`src/common/violation_log_pkg.sv`:
```
package violation_log_pkg;

	localparam logic [8:0] OFS_IRQ_STATUS   = 9'h000;
	localparam logic [8:0] OFS_RD_HEADER    = 9'h100;
	localparam logic [8:0] OFS_RD_MASTER_ID = 9'h104;
	localparam logic [8:0] OFS_RD_ADDR_LOW  = 9'h108;
	localparam logic [8:0] OFS_RD_ADDR_HIGH = 9'h10c;
	localparam logic [8:0] OFS_WR_HEADER    = 9'h190;
	localparam logic [8:0] OFS_WR_MASTER_ID = 9'h194;
	localparam logic [8:0] OFS_WR_ADDR_LOW  = 9'h198;
	localparam logic [8:0] OFS_WR_ADDR_HIGH = 9'h19c;
	localparam logic [8:0] OFS_WR_DATA_0    = 9'h1a0;
	localparam logic [8:0] OFS_WR_DATA_1    = 9'h1a4;
	localparam logic [8:0] OFS_WR_DATA_2    = 9'h1a8;
	localparam logic [8:0] OFS_WR_DATA_3    = 9'h1ac;

	localparam int BIT_WR_VIOL = 0;
	localparam int BIT_RD_VIOL = 1;
	localparam int BIT_WR_OVFL = 2;
	localparam int BIT_RD_OVFL = 3;
	localparam logic [31:0] STATUS_RESET = 32'h0000_0000;
	localparam logic [31:0] LOG_RESET    = 32'h0000_0000;

	localparam int HDR_VALID_POS = 0;
	localparam int HDR_PROT_POS  = 1;
	localparam int HDR_SIZE_POS  = 4;
	localparam int HDR_LEN_POS   = 7;
	localparam int HDR_BURST_POS = 11;

	// one logged violating cycle
	typedef struct packed {
		logic [1:0]   burst;
		logic [3:0]   len;
		logic [2:0]   size;
		logic [2:0]   prot;
		logic [31:0]  id;
		logic [63:0]  addr;
		logic [127:0] data;
	} viol_entry_s;

	localparam int ENTRY_W = $bits(viol_entry_s);

	// register port request
	typedef struct packed {
		logic        read;
		logic        write;
		logic [8:0]  addr;
		logic [31:0] wdata;
	} csr_req_s;

	typedef enum logic [1:0] {
		RESP_OKAY   = 2'b00,
		RESP_SLVERR = 2'b10,
		RESP_DECERR = 2'b11
	} axi_resp_e;

endpackage

```
`src/core/viol_fifo.sv`:
```
`timescale 1ns/10ps
module viol_fifo
	import violation_log_pkg::*;
#(
	parameter int WIDTH = ENTRY_W,
	parameter int DEPTH = 4
) (
	input  wire logic             clk_sys,
	input  wire logic             rst_b,
	input  wire logic             push,
	input  wire logic [WIDTH-1:0] push_data,
	input  wire logic             pop,
	input  wire logic             flush,
	output logic [WIDTH-1:0]      head,
	output logic                  empty,
	output logic                  full
);
	localparam int AW = (DEPTH > 1) ? $clog2(DEPTH) : 1;

	logic [WIDTH-1:0] mem [DEPTH];
	logic [AW-1:0]    wr_ptr;
	logic [AW-1:0]    rd_ptr;
	logic [AW:0]      count;
	logic             do_push;
	logic             do_pop;

	assign do_push = push && !full;
	assign do_pop  = pop && !empty;
	assign empty   = (count == '0);
	assign full    = (count == (AW+1)'(DEPTH));

	function automatic logic [AW-1:0] bump(input logic [AW-1:0] p);
		bump = (p == AW'(DEPTH-1)) ? '0 : p + AW'(1);
	endfunction

	always_ff @(posedge clk_sys) begin
		if (do_push) begin
			mem[wr_ptr] <= push_data;
		end
	end

	always_ff @(posedge clk_sys or negedge rst_b) begin
		if (!rst_b) begin
			wr_ptr <= '0;
			rd_ptr <= '0;
			count  <= '0;
		end else if (flush) begin
			wr_ptr <= '0;
			rd_ptr <= '0;
			count  <= '0;
		end else begin
			if (do_push) wr_ptr <= bump(wr_ptr);
			if (do_pop) rd_ptr <= bump(rd_ptr);
			count <= count + (AW+1)'(do_push) - (AW+1)'(do_pop);
		end
	end

	// registered head so read data come from a flop
	always_ff @(posedge clk_sys or negedge rst_b) begin
		if (!rst_b) begin
			head <= '0;
		end else if (do_push && (empty || (do_pop && count == (AW+1)'(1)))) begin
			head <= push_data;
		end else if (do_pop) begin
			head <= mem[bump(rd_ptr)];
		end
	end
endmodule

```
`src/core/access_violation_error_log.sv`:
```
`timescale 1ns/10ps
module access_violation_error_log
	import violation_log_pkg::*;
#(
	parameter int LOG_DEPTH  = 4,
	parameter int DATA_WIDTH = 32
) (
	input  wire logic        clk_sys,
	input  wire logic        rst_b,
	input  wire logic        rd_viol,
	input  wire viol_entry_s rd_viol_info,
	input  wire logic        wr_viol,
	input  wire viol_entry_s wr_viol_info,
	input  wire csr_req_s    csr_req,
	output axi_resp_e        viol_resp,
	output logic             viol_resp_valid,
	output logic [31:0]      csr_rdata,
	output logic             csr_rdata_valid,
	output logic             irq
);
	logic [3:0]  status;
	viol_entry_s rd_head;
	viol_entry_s wr_head;
	logic        rd_empty;
	logic        rd_full;
	logic        wr_empty;
	logic        wr_full;
	logic        rd_pop;
	logic        wr_pop;
	logic        rd_clear;
	logic        wr_clear;
	logic        rd_push;
	logic        wr_push;
	logic [31:0] next_rdata;

	// a log entry is logged while its violation flag is still clear or already set
	assign rd_push  = rd_viol && !rd_full;
	assign wr_push  = wr_viol && !wr_full;
	assign rd_clear = csr_req.write && csr_req.addr == OFS_IRQ_STATUS && csr_req.wdata[BIT_RD_VIOL];
	assign wr_clear = csr_req.write && csr_req.addr == OFS_IRQ_STATUS && csr_req.wdata[BIT_WR_VIOL];
	assign rd_pop   = csr_req.read && csr_req.addr == OFS_RD_ADDR_HIGH;
	assign wr_pop   = csr_req.read && ((csr_req.addr == OFS_WR_DATA_3)
		|| (DATA_WIDTH == 32 && csr_req.addr == OFS_WR_DATA_0));

	viol_fifo #(.WIDTH(ENTRY_W), .DEPTH(LOG_DEPTH)) u_rd_fifo (
		.clk_sys   (clk_sys),
		.rst_b     (rst_b),
		.push      (rd_push),
		.push_data (rd_viol_info),
		.pop       (rd_pop),
		.flush     (rd_clear && !rd_viol),
		.head      (rd_head),
		.empty     (rd_empty),
		.full      (rd_full)
	);

	viol_fifo #(.WIDTH(ENTRY_W), .DEPTH(LOG_DEPTH)) u_wr_fifo (
		.clk_sys   (clk_sys),
		.rst_b     (rst_b),
		.push      (wr_push),
		.push_data (wr_viol_info),
		.pop       (wr_pop),
		.flush     (wr_clear && !wr_viol),
		.head      (wr_head),
		.empty     (wr_empty),
		.full      (wr_full)
	);

	function automatic logic [31:0] header(input viol_entry_s e, input logic valid);
		header = '0;
		header[HDR_BURST_POS +: 2] = e.burst;
		header[HDR_LEN_POS +: 4]   = e.len;
		header[HDR_SIZE_POS +: 3]  = e.size;
		header[HDR_PROT_POS +: 3]  = e.prot;
		header[HDR_VALID_POS]      = valid;
	endfunction

	// set wins over write-one-to-clear
	always_ff @(posedge clk_sys or negedge rst_b) begin
		if (!rst_b) begin
			status <= STATUS_RESET[3:0];
		end else begin
			for (int i = 0; i < 4; i++) begin
				if (csr_req.write && csr_req.addr == OFS_IRQ_STATUS && csr_req.wdata[i]) begin
					status[i] <= 1'b0;
				end
			end
			if (rd_viol) status[BIT_RD_VIOL] <= 1'b1;
			if (wr_viol) status[BIT_WR_VIOL] <= 1'b1;
			if (rd_viol && rd_full) status[BIT_RD_OVFL] <= 1'b1;
			if (wr_viol && wr_full) status[BIT_WR_OVFL] <= 1'b1;
		end
	end

	always_ff @(posedge clk_sys or negedge rst_b) begin
		if (!rst_b) begin
			irq <= 1'b0;
		end else begin
			irq <= |(status[1:0]) || rd_viol || wr_viol;
		end
	end

	// log words read as zero when their flag is clear
	always_comb begin
		next_rdata = LOG_RESET;
		if (csr_req.addr == OFS_IRQ_STATUS) begin
			next_rdata = {28'h0, status};
		end else if (csr_req.addr == OFS_RD_HEADER) begin
			next_rdata = header(rd_head, !rd_empty && status[BIT_RD_VIOL]);
		end else if (csr_req.addr == OFS_RD_MASTER_ID) begin
			next_rdata = rd_head.id;
		end else if (csr_req.addr == OFS_RD_ADDR_LOW) begin
			next_rdata = rd_head.addr[31:0];
		end else if (csr_req.addr == OFS_RD_ADDR_HIGH) begin
			next_rdata = rd_head.addr[63:32];
		end else if (csr_req.addr == OFS_WR_HEADER) begin
			next_rdata = header(wr_head, !wr_empty && status[BIT_WR_VIOL]);
		end else if (csr_req.addr == OFS_WR_MASTER_ID) begin
			next_rdata = wr_head.id;
		end else if (csr_req.addr == OFS_WR_ADDR_LOW) begin
			next_rdata = wr_head.addr[31:0];
		end else if (csr_req.addr == OFS_WR_ADDR_HIGH) begin
			next_rdata = wr_head.addr[63:32];
		end else if (csr_req.addr == OFS_WR_DATA_0) begin
			next_rdata = wr_head.data[31:0];
		end else if (csr_req.addr == OFS_WR_DATA_1) begin
			next_rdata = wr_head.data[63:32];
		end else if (csr_req.addr == OFS_WR_DATA_2) begin
			next_rdata = wr_head.data[95:64];
		end else if (csr_req.addr == OFS_WR_DATA_3) begin
			next_rdata = wr_head.data[127:96];
		end
		if ((csr_req.addr[8] && !status[BIT_RD_VIOL] && csr_req.addr < OFS_WR_HEADER)
			|| (csr_req.addr >= OFS_WR_HEADER && !status[BIT_WR_VIOL])) begin
			next_rdata = LOG_RESET;
		end
	end

	// log writes decode to nothing and leave fifo state alone
	always_ff @(posedge clk_sys or negedge rst_b) begin
		if (!rst_b) begin
			csr_rdata       <= LOG_RESET;
			csr_rdata_valid <= 1'b0;
		end else begin
			csr_rdata_valid <= csr_req.read;
			if (csr_req.read) csr_rdata <= next_rdata;
		end
	end

	always_ff @(posedge clk_sys or negedge rst_b) begin
		if (!rst_b) begin
			viol_resp       <= RESP_OKAY;
			viol_resp_valid <= 1'b0;
		end else begin
			viol_resp_valid <= rd_viol || wr_viol;
			viol_resp       <= (rd_viol || wr_viol) ? RESP_DECERR : RESP_OKAY;
		end
	end

	a_rd_pops_entry: assert property (@(posedge clk_sys) disable iff (!rst_b)
		rd_pop && !rd_empty && !rd_push && !(rd_clear && !rd_viol) |=> $past(u_rd_fifo.count) - 1 == u_rd_fifo.count)
		else $error("read high word did not pop");
	a_wr_pops_entry: assert property (@(posedge clk_sys) disable iff (!rst_b)
		wr_pop && !wr_empty && !wr_push && !(wr_clear && !wr_viol) |=> $past(u_wr_fifo.count) - 1 == u_wr_fifo.count)
		else $error("write data word did not pop");
	a_rd_flag_set: assert property (@(posedge clk_sys) disable iff (!rst_b)
		rd_viol |=> status[BIT_RD_VIOL] ##1 irq) else $error("read flag not set");
	a_wr_flag_set: assert property (@(posedge clk_sys) disable iff (!rst_b)
		wr_viol |=> status[BIT_WR_VIOL]) else $error("write flag not set");
	a_ovfl_set: assert property (@(posedge clk_sys) disable iff (!rst_b)
		rd_viol && rd_full && !rd_pop |=> status[BIT_RD_OVFL] && u_rd_fifo.full) else $error("overflow lost");
	a_valid_clears: assert property (@(posedge clk_sys) disable iff (!rst_b)
		rd_clear && !rd_viol |=> rd_empty && !status[BIT_RD_VIOL]) else $error("valid not cleared");
	a_hdr_reserved: assert property (@(posedge clk_sys) disable iff (!rst_b)
		$rose(csr_rdata_valid) && $past(csr_req.addr) == OFS_RD_HEADER |-> csr_rdata[31:13] == '0)
		else $error("reserved header bits set");
	a_decerr_resp: assert property (@(posedge clk_sys) disable iff (!rst_b)
		(rd_viol || wr_viol) |=> viol_resp_valid && viol_resp == RESP_DECERR) else $error("no error response");
	a_log_ro: assert property (@(posedge clk_sys) disable iff (!rst_b)
		csr_req.write && csr_req.addr != OFS_IRQ_STATUS && !rd_viol && !rd_pop |=> $stable(u_rd_fifo.count))
		else $error("log write changed fifo");

	// fifo bookkeeping: entries move only on violation, pop or flush

	a_wr_ovfl_set: assert property (@(posedge clk_sys) disable iff (!rst_b)
		wr_viol && wr_full && !wr_pop |=> status[BIT_WR_OVFL] && u_wr_fifo.full)
		else $error("write overflow lost");

	a_wr_valid_clears: assert property (@(posedge clk_sys) disable iff (!rst_b)
		wr_clear && !wr_viol |=> wr_empty && !status[BIT_WR_VIOL])
		else $error("write valid not cleared");

	a_rd_push_logs: assert property (@(posedge clk_sys) disable iff (!rst_b)
		rd_viol && !rd_full |=> !rd_empty)
		else $error("read violation not logged");

	a_wr_push_logs: assert property (@(posedge clk_sys) disable iff (!rst_b)
		wr_viol && !wr_full |=> !wr_empty)
		else $error("write violation not logged");

	a_wr_log_ro: assert property (@(posedge clk_sys) disable iff (!rst_b)
		csr_req.write && csr_req.addr != OFS_IRQ_STATUS && !wr_viol && !wr_pop |=> $stable(u_wr_fifo.count))
		else $error("log write changed write fifo");

	a_rd_stray_pop: assert property (@(posedge clk_sys) disable iff (!rst_b)
		!rd_pop && !rd_viol && !rd_clear |=> $stable(u_rd_fifo.count))
		else $error("read fifo moved without cause");

	a_wr_stray_pop: assert property (@(posedge clk_sys) disable iff (!rst_b)
		!wr_pop && !wr_viol && !wr_clear |=> $stable(u_wr_fifo.count))
		else $error("write fifo moved without cause");

	a_data0_pop: assert property (@(posedge clk_sys) disable iff (!rst_b)
		csr_req.read && csr_req.addr == OFS_WR_DATA_0 |-> wr_pop == (DATA_WIDTH == 32))
		else $error("data word 0 pop mismatch");

	a_ovfl_w1c: assert property (@(posedge clk_sys) disable iff (!rst_b)
		csr_req.write && csr_req.addr == OFS_IRQ_STATUS && csr_req.wdata[BIT_RD_OVFL]
		&& !(rd_viol && rd_full) |=> !status[BIT_RD_OVFL]) else $error("read overflow not cleared");

	a_wr_ovfl_w1c: assert property (@(posedge clk_sys) disable iff (!rst_b)
		csr_req.write && csr_req.addr == OFS_IRQ_STATUS && csr_req.wdata[BIT_WR_OVFL]
		&& !(wr_viol && wr_full) |=> !status[BIT_WR_OVFL]) else $error("write overflow not cleared");

	a_ovfl_only_full: assert property (@(posedge clk_sys) disable iff (!rst_b)
		!status[BIT_RD_OVFL] && !(rd_viol && rd_full) |=> !status[BIT_RD_OVFL])
		else $error("read overflow set without full");

	// register read words

	a_rd_log_gated: assert property (@(posedge clk_sys) disable iff (!rst_b)
		csr_req.read && csr_req.addr[8] && csr_req.addr < OFS_WR_HEADER && !status[BIT_RD_VIOL]
		|=> csr_rdata == '0) else $error("read log visible while flag clear");

	a_wr_log_gated: assert property (@(posedge clk_sys) disable iff (!rst_b)
		csr_req.read && csr_req.addr >= OFS_WR_HEADER && !status[BIT_WR_VIOL]
		|=> csr_rdata == '0) else $error("write log visible while flag clear");

	a_rd_valid_low: assert property (@(posedge clk_sys) disable iff (!rst_b)
		csr_req.read && csr_req.addr == OFS_RD_HEADER && rd_empty |=> !csr_rdata[HDR_VALID_POS])
		else $error("read valid set with empty log");

	a_wr_valid_low: assert property (@(posedge clk_sys) disable iff (!rst_b)
		csr_req.read && csr_req.addr == OFS_WR_HEADER && wr_empty |=> !csr_rdata[HDR_VALID_POS])
		else $error("write valid set with empty log");

	a_rd_hdr_fields: assert property (@(posedge clk_sys) disable iff (!rst_b)
		csr_req.read && csr_req.addr == OFS_RD_HEADER && status[BIT_RD_VIOL]
		|=> csr_rdata[12:1] == $past({rd_head.burst, rd_head.len, rd_head.size, rd_head.prot}))
		else $error("read header fields misplaced");

	a_wr_hdr_reserved: assert property (@(posedge clk_sys) disable iff (!rst_b)
		csr_rdata_valid && $past(csr_req.addr) == OFS_WR_HEADER |-> csr_rdata[31:13] == '0)
		else $error("reserved write header bits set");

	a_rd_id_word: assert property (@(posedge clk_sys) disable iff (!rst_b)
		csr_req.read && csr_req.addr == OFS_RD_MASTER_ID && status[BIT_RD_VIOL]
		|=> csr_rdata == $past(rd_head.id)) else $error("read master id wrong");

	a_wr_id_word: assert property (@(posedge clk_sys) disable iff (!rst_b)
		csr_req.read && csr_req.addr == OFS_WR_MASTER_ID && status[BIT_WR_VIOL]
		|=> csr_rdata == $past(wr_head.id)) else $error("write master id wrong");

	a_rd_addr_word: assert property (@(posedge clk_sys) disable iff (!rst_b)
		csr_req.read && csr_req.addr == OFS_RD_ADDR_HIGH && status[BIT_RD_VIOL]
		|=> csr_rdata == $past(rd_head.addr[63:32])) else $error("read address high wrong");

	a_wr_data_word: assert property (@(posedge clk_sys) disable iff (!rst_b)
		csr_req.read && csr_req.addr == OFS_WR_DATA_2 && status[BIT_WR_VIOL]
		|=> csr_rdata == $past(wr_head.data[95:64])) else $error("write data word 2 wrong");

	a_rdata_hold: assert property (@(posedge clk_sys) disable iff (!rst_b)
		!csr_req.read |=> $stable(csr_rdata) && !csr_rdata_valid)
		else $error("read data moved without read");

	// response and interrupt

	a_resp_idle: assert property (@(posedge clk_sys) disable iff (!rst_b)
		!rd_viol && !wr_viol |=> !viol_resp_valid && viol_resp == RESP_OKAY)
		else $error("stray error response");

	a_irq_level: assert property (@(posedge clk_sys) disable iff (!rst_b)
		status[1:0] != 2'b00 |=> irq)
		else $error("interrupt low with flag set");

	a_irq_idle: assert property (@(posedge clk_sys) disable iff (!rst_b)
		status[1:0] == 2'b00 && !rd_viol && !wr_viol |=> !irq)
		else $error("interrupt high with flags clear");
endmodule

```
`config.mk`:
```
export PLATFORM = sky130hd
export DESIGN_NAME = access_violation_error_log
export DESIGN_NICKNAME = d
export VERILOG_FILES = /design/src/common/violation_log_pkg.sv /design/src/core/viol_fifo.sv /design/src/core/access_violation_error_log.sv
export SDC_FILE = /design/constraint.sdc
export NUM_CORES = 2
export LEC_CHECK = 0
export BUFFER_PORTS_ARGS = -buffer_cell sky130_fd_sc_hd__buf_4
export CAP_MARGIN = 15
export CELL_PAD_IN_SITES_DETAIL_PLACEMENT = 0
export CELL_PAD_IN_SITES_GLOBAL_PLACEMENT = 1
export CORE_ASPECT_RATIO = 1.2
export CORE_MARGIN = 4
export CORE_UTILIZATION = 51
export CTS_CLUSTER_SIZE = 30
export DETAILED_ROUTE_END_ITERATION = 8
export PLACE_DENSITY = 0.76
export SLEW_MARGIN = 15
export SYNTH_ARGS = -nofsm -noshare
export SYNTH_HDL_FRONTEND = slang
export SYNTH_SLANG_ARGS = --single-unit
```
`constraint.sdc`:
```
create_clock -name clk_sys -period 7.88 [get_ports clk_sys]
set_clock_uncertainty 0.1 [all_clocks]
set_input_delay 0.788 -clock clk_sys [delete_from_list [all_inputs] [get_ports clk_sys]]
set_output_delay 0.788 -clock clk_sys [all_outputs]
set_load 0.05 [all_outputs]
```
Word-level counts from Yosys, hierarchy flattened. Memories as Yosys holds them, arrays and structs flattened. Cells that the tools add are included.

Register bits after elaboration: 527. RAM bits: 1888. Output and inout bits: 37. Bits of input ports: 519. Word-level logic and storage cells: 149. Memories: 2.

Memory list: u_rd_fifo.mem (words 4, width 236, read ports 1, clocked after memory_dff 0, write ports 1, RTL line viol_fifo.sv:20) `logic [WIDTH-1:0] mem [DEPTH];`; u_wr_fifo.mem (words 4, width 236, read ports 1, clocked after memory_dff 0, write ports 1, RTL line viol_fifo.sv:20).

$lt $le $gt $ge: 2. Mux-type cells: 45. Eq/ne operators: 20. Reduce and logical (&&, ||, !) cells: 55. Add/sub/neg operators: 8.

Operator list (count): 236-bit 2-to-1 mux (4); 32-bit 2-to-1 mux (14); 9-bit == test (second input constant) (12); 1-bit logical AND (26); 2-bit 2-to-1 mux (13); 2-bit nonzero test (10); 1-bit 2-to-1 mux (12); 9-bit greater-or-equal comparator (second input constant) (1); 9-bit zero test (1); 9-bit less-than comparator (second input constant) (1); 2-bit by 1-bit adder with 2-bit output (second input constant) (4); 2-bit == test (second input constant) (4); 1-bit zero test (8); 1-bit logical OR (7); 3-bit by 1-bit adder with 3-bit output (2); 3-bit by 1-bit == test with 1-bit output (second input constant) (2); 3-bit == test (second input constant) (2); 3-bit zero test (2); 3-bit 2-to-1 mux (2); 3-bit by 1-bit subtractor with 3-bit output (2); 2-bit OR reduction (1).

Depth between registers and ports, before layout.
Word-level depth: 15. Depth in mapped cells: 14. Depth with buffers taken out: 11.

Cells and area by module. Synthesis repeated with hierarchy kept, for this count alone.

Cell total of the unflattened synthesis: 5873. Area total of the unflattened synthesis: 100244.9 µm².

Modules (own cells, without submodules): viol_fifo (sequential area each 34428.0 µm², cells each 2622, instances 2, area an instance 47565.6 µm²); access_violation_error_log (sequential area each 975.9 µm², cells each 629, instances 1, area an instance 5113.7 µm²).

Least setup slack after synthesis. No wires, ideal clock.

Path type: in2reg. From: input port wr_viol. To: memory u_wr_fifo.mem[1][0] (netlist name), enable pin. Data required time: 7.154 ns. Path slack: 0.566 ns. Stages: 2. Buffers on the path: 0. Setup time: 0.626 ns. Arrival time: 6.588 ns. Cells stage by stage: a21boi_1 and2_1.

Cells in the longest elaborated chain, start to end: 4.

RTL lines: from (decl) (RTL line access_violation_error_log.sv:12) `input wire logic wr_viol,`; 1-bit logical AND (RTL line access_violation_error_log.sv:38) `assign wr_push = wr_viol && !wr_full;`; 1-bit logical AND (RTL line viol_fifo.sv:27) `assign do_push = push && !full;`; 1-bit 2-to-1 mux (RTL line viol_fifo.sv:37) `if (do_push) begin`; 1-bit 2-to-1 mux (implied by the code) (RTL line viol_fifo.sv:38) `mem[wr_ptr] <= push_data;`; to (decl) (RTL line viol_fifo.sv:20).

Every way passes these cells.

Worst setup path after layout.
From: input port csr_req[34] (netlist name). To: register u_rd_fifo.head[176].

Cells in the longest elaborated chain, start to end: 7.

RTL lines: from (decl) (RTL line access_violation_error_log.sv:14) `input wire csr_req_s csr_req,`; 9-bit == test (*) (RTL line access_violation_error_log.sv:41) `assign rd_pop = csr_req.read && csr_req.addr == OFS_RD_ADDR_HIGH;`; 1-bit logical AND (*) (RTL line access_violation_error_log.sv:41); 1-bit logical AND (*) (RTL line viol_fifo.sv:28) `assign do_pop = pop && !empty;`; 1-bit logical AND (RTL line viol_fifo.sv:62) `end else if (do_push && (empty || (do_pop && count == (AW+1)'(1)))) begin`; 1-bit logical OR (RTL line viol_fifo.sv:62); 1-bit logical AND (RTL line viol_fifo.sv:62); 236-bit 2-to-1 mux / 2-bit nonzero test (equally long branches); to (signal assigned) (RTL line viol_fifo.sv:63) `head <= push_data;`; to (signal assigned) (RTL line viol_fifo.sv:65) `head <= mem[bump(rd_ptr)];`; to (decl) (RTL line viol_fifo.sv:14) `output logic [WIDTH-1:0] head,`.

Mark *: on every way between the ends. The rest lies on a longest branch, timed or not. A chain may end at the register's enable or synchronous reset.

==> flow_summary.yaml <==
run_status:
  status: "finished clean"
global_routing:
  grt_max_degree: 203
  grt_usage: 0.266
  grt_pass1_wl_um: 282000
  gr-total-overflow: 0
  antenna_found_initial: 71
  grt_pass1_vias: 39900
timing:
  setup_viol: 0
  relSlewSlack: 0.254
  rsz0062_at_grt: "no"
  slew_viol_final: 0
  finalCriticalPeriod_ps: 4100
  fin_crit_sh: 0.520
  setup_tns_ps: 0
  fmax_ghz: 0.244
  postLayoutSetupSlackWorst_ps: 3780
  finalHoldViolCount: 0
  hold-worst-slack_ps: 74.5
  tightest_slew_ps: 1100
yosys:
  synth.avg_cell_area_um2: 16.6
  ys_ff_latch: 1773
  syn_area_um2: 71500
  seq_area_frac_synth: 0.717
  ys_types: 72
  synthCells: 4297
  async_flop_share: 0.224
  ys_warn_count: 0
  synth_edf_count: 1376
  syn_nets: 4832
  synth_ff_type: "edfxtp_1"
critical_path:
  crit_path_top_delay_cell: "and2_1"
  crit_arrival_ps: 4630
  critPathTopFamily: "simple AND/OR/NAND/NOR gates"
  worstPathCellList: "buf_4 > and2_1 > and4_1 > nand2_1 > nor2_4 > buf_12 > mux2i_1 > o21ai_0"
  path_buf_inv: 2
  required_ps: 8410
  critical_path_class: "in2reg"
  end_kind: "flop"
  start_kind: "input pin"
  critPathMaxFanout: 95
  cpPeakStageDelay_ps: 840
power_and_ir_drop:
  switchingPower_mw: 7.22
  p_int_mw: 18.7
  switching_share: 0.278
  power_frac_comb: 0.162
  p_per_area_nw_per_um2: 316
  seq_power_share: 0.524
  pwr-share-clk: 0.314
  ir_drop_uv: 241
  finalPower_mw: 25.9
  p_leak_nw: 28.0
placement:
  numPortBuffers: 399
  placed_cell_area_um2: 76300
  placed_cells: 6299
  dp_hpwl_um: 123000
  dp_slack_ps: 2920
  gp_congestion: 0.890
die:
  die_h_um: 418
  dieArea_um2: 146000
  start_util: 0.514
  std_cell_rows: 150
  num_io_pins: 556
  core_area_um2: 139000
  die_w_um: 350
layout:
  register_area_um2: 51300
  layout-drive-gt1-share: 0.221
  multi_input_area_um2: 18900
  fin_nets: 5185
  fin_cells: 6662
  final_common_cell: "edfxtp_1"
  final_area_um2: 82000
  area_delta_synth_final_pct: 14.6
  fin_util: 0.588
  num-fill-cells: 10700
  final_cell_mix: "edfxtp_1 (1376), buf_4 (446), dfrtp_1 (396), nand2_1 (393), mux2i_1 (359)"
clocking:
  root_buffer: "clkbuf_16"
  cts-resized-gates: 0
  cts_tree: "built"
  h-tree-depth: 4
  clock-sinks: 1773
  clockBufferDepth: 3
  cts_setup_buffers: 0
  clk_latency_ps: 820
  numCtsBuffers: 172
  cts.clk_slew.worst_paths_ps: 60
drt:
  avgRoutedWirePerCell_um: 29.2
  dr.first_iter.drc_count: 4025
  via_per_inst: 6.09
  ant_nets: 0
  drc: 0
  drt-total-wl_um: 195000
  firstDrtPassIters: 6
  route.vias.total: 40600
flow_run:
  drv_cap: 0
min_path:
  hold_class: "in2reg"
synthesized netlist by cell type (3+ instances only):
| master | number | area [um2] |
|---|---|---|
| a2111oi_0 | 3 | 26.3 |
| a211oi_1 | 133 | 998 |
| a211oi_2 | 34 | 425 |
| a21boi_0 | 4 | 30.0 |
| a21o_1 | 5 | 37.5 |
| a21oi_1 | 172 | 861 |
| a221oi_1 | 7 | 61.3 |
| a22o_1 | 19 | 166 |
| a22oi_1 | 25 | 188 |
| a2bb2oi_1 | 3 | 26.3 |
| a31oi_1 | 4 | 25.0 |
| a32o_1 | 7 | 70.1 |
| and2_1 | 10 | 62.6 |
| buf_1 | 18 | 67.6 |
| buf_2 | 54 | 270 |
| buf_4 | 15 | 113 |
| buf_6 | 19 | 214 |
| clkbuf_1 | 161 | 604 |
| clkbuf_2 | 19 | 95.1 |
| dfrtp_1 | 397 | 9930 |
| edfxtp_1 | 1376 | 41300 |
| ha_1 | 14 | 175 |
| inv_1 | 21 | 78.8 |
| mux2i_1 | 359 | 3590 |
| mux4_2 | 288 | 6490 |
| nand2_1 | 393 | 1480 |
| nand2b_1 | 5 | 31.3 |
| nand3_1 | 14 | 70.1 |
| nor2_1 | 106 | 398 |
| nor2b_1 | 90 | 563 |
| nor3_1 | 13 | 65.1 |
| o211ai_1 | 5 | 37.5 |
| o21a_1 | 4 | 30.0 |
| o21ai_0 | 170 | 851 |
| o21ai_1 | 219 | 1100 |
| o221ai_1 | 6 | 52.6 |
| o22ai_1 | 25 | 156 |
| o2bb2ai_1 | 8 | 70.1 |
| o32a_1 | 17 | 170 |
| o32ai_1 | 4 | 35.0 |
| or3_1 | 3 | 18.8 |
| xnor2_1 | 4 | 35.0 |
logic make-up (layout without fill, tap and decap cells):
kind of cell,count (synthesis),after routing,share of synthesized area
other,0,38,0
flip-flops,1773,1773,0.717
adder cells (fa/ha/maj),16,16,0.00301
AND/OR/NAND/NOR,652,652,0.0401
XOR/XNOR,4,4,0.000490
multiplexers,648,648,0.141
AO/OA/AOI/OAI,897,897,0.0786
buffers and inverters,307,810,0.0202
worst register-to-register path, delay by kind of cell, from the launching register on:
| family | cells | cell delay, ps |
|---|---|---|
| DFF | 1 | 1010 |
| AOI/OAI and AO/OA | 1 | 80 |
| muxes | 2 | 640 |
| adders and majority gates | 1 | 810 |
| buffers and inverters | 1 | 970 |
power by group through the flow:
stage          sequential, mW  clock (mW)  combinational [mW]
2_1_floorplan            13.5           0                2.81
6_report                 13.6        8.14                4.20
3_3_place_gp             13.7           0                4.18
4_1_cts                  13.6        8.28                4.27
3_5_place_dp             13.8           0                4.26
5_1_grt                  13.7        8.66                4.60
routing by layer:
metal | track usage | part of all wire | vias to the layer above
met3 | 0.0765 | 0.092 | 313
li1 | - | - | 17600
met1 | 0.371 | 0.41 | 21100
met5 | 0 | 0.0015 | -
met4 | 0.0930 | 0.033 | 46
met2 | 0.407 | 0.47 | 1576
timing repair:
action	in CTS	in global routing
endpoints found under the setup margin	0	0
hold buffers	1	0
endpoints found under the hold margin	45	0
registers in the layout, indices dropped and copies added (netlist names):
| name | count |
|---|---|
| irq | 1 |
| u_wr_fifo.head | 236 |
| u_rd_fifo.count | 3 |
| csr_rdata | 32 |
| u_wr_fifo.rd_ptr | 2 |
| u_rd_fifo.mem | 432 |
| u_rd_fifo.head | 108 |
| u_wr_fifo.count | 3 |
| u_wr_fifo.mem | 944 |
| u_rd_fifo.wr_ptr | 2 |
| csr_rdata_valid | 1 |
| u_rd_fifo.rd_ptr | 2 |
| viol_resp | 1 |
| u_wr_fifo.wr_ptr | 2 |
| status | 4 |
final timing paths:
kind                       slack (ps)                               to  cells after the start                            start
min in group asynchronous         410  u_rd_fifo.head[188]$_DFFE_PN0P_                      2                            rst_b
max reg2reg                      4100   u_wr_fifo.head[81]$_DFFE_PN0P_                      5  u_wr_fifo.rd_ptr[0]$_DFFE_PN0P_
min                                70  u_wr_fifo.mem[2][124]$_DFFE_PP_                      1                wr_viol_info[124]
max                              3780  u_rd_fifo.head[176]$_DFFE_PN0P_                      8                      csr_req[34]
min reg2reg                       390         csr_rdata[2]$_DFFE_PN0P_                      1         csr_rdata[2]$_DFFE_PN0P_
max in group asynchronous        5930   u_wr_fifo.head[15]$_DFFE_PN0P_                      3                            rst_b
final cells by class:
class	instances	area share
timing repair buffer	465	0.0453
inverter	21	0.000962
tap	1824	0.0278
sequential	1773	0.625
antenna	38	0.00116
clock buffer	244	0.0587
multi-input combinational	2217	0.231
clock inverter	80	0.00953
Power figures use the tool's default switching activity.
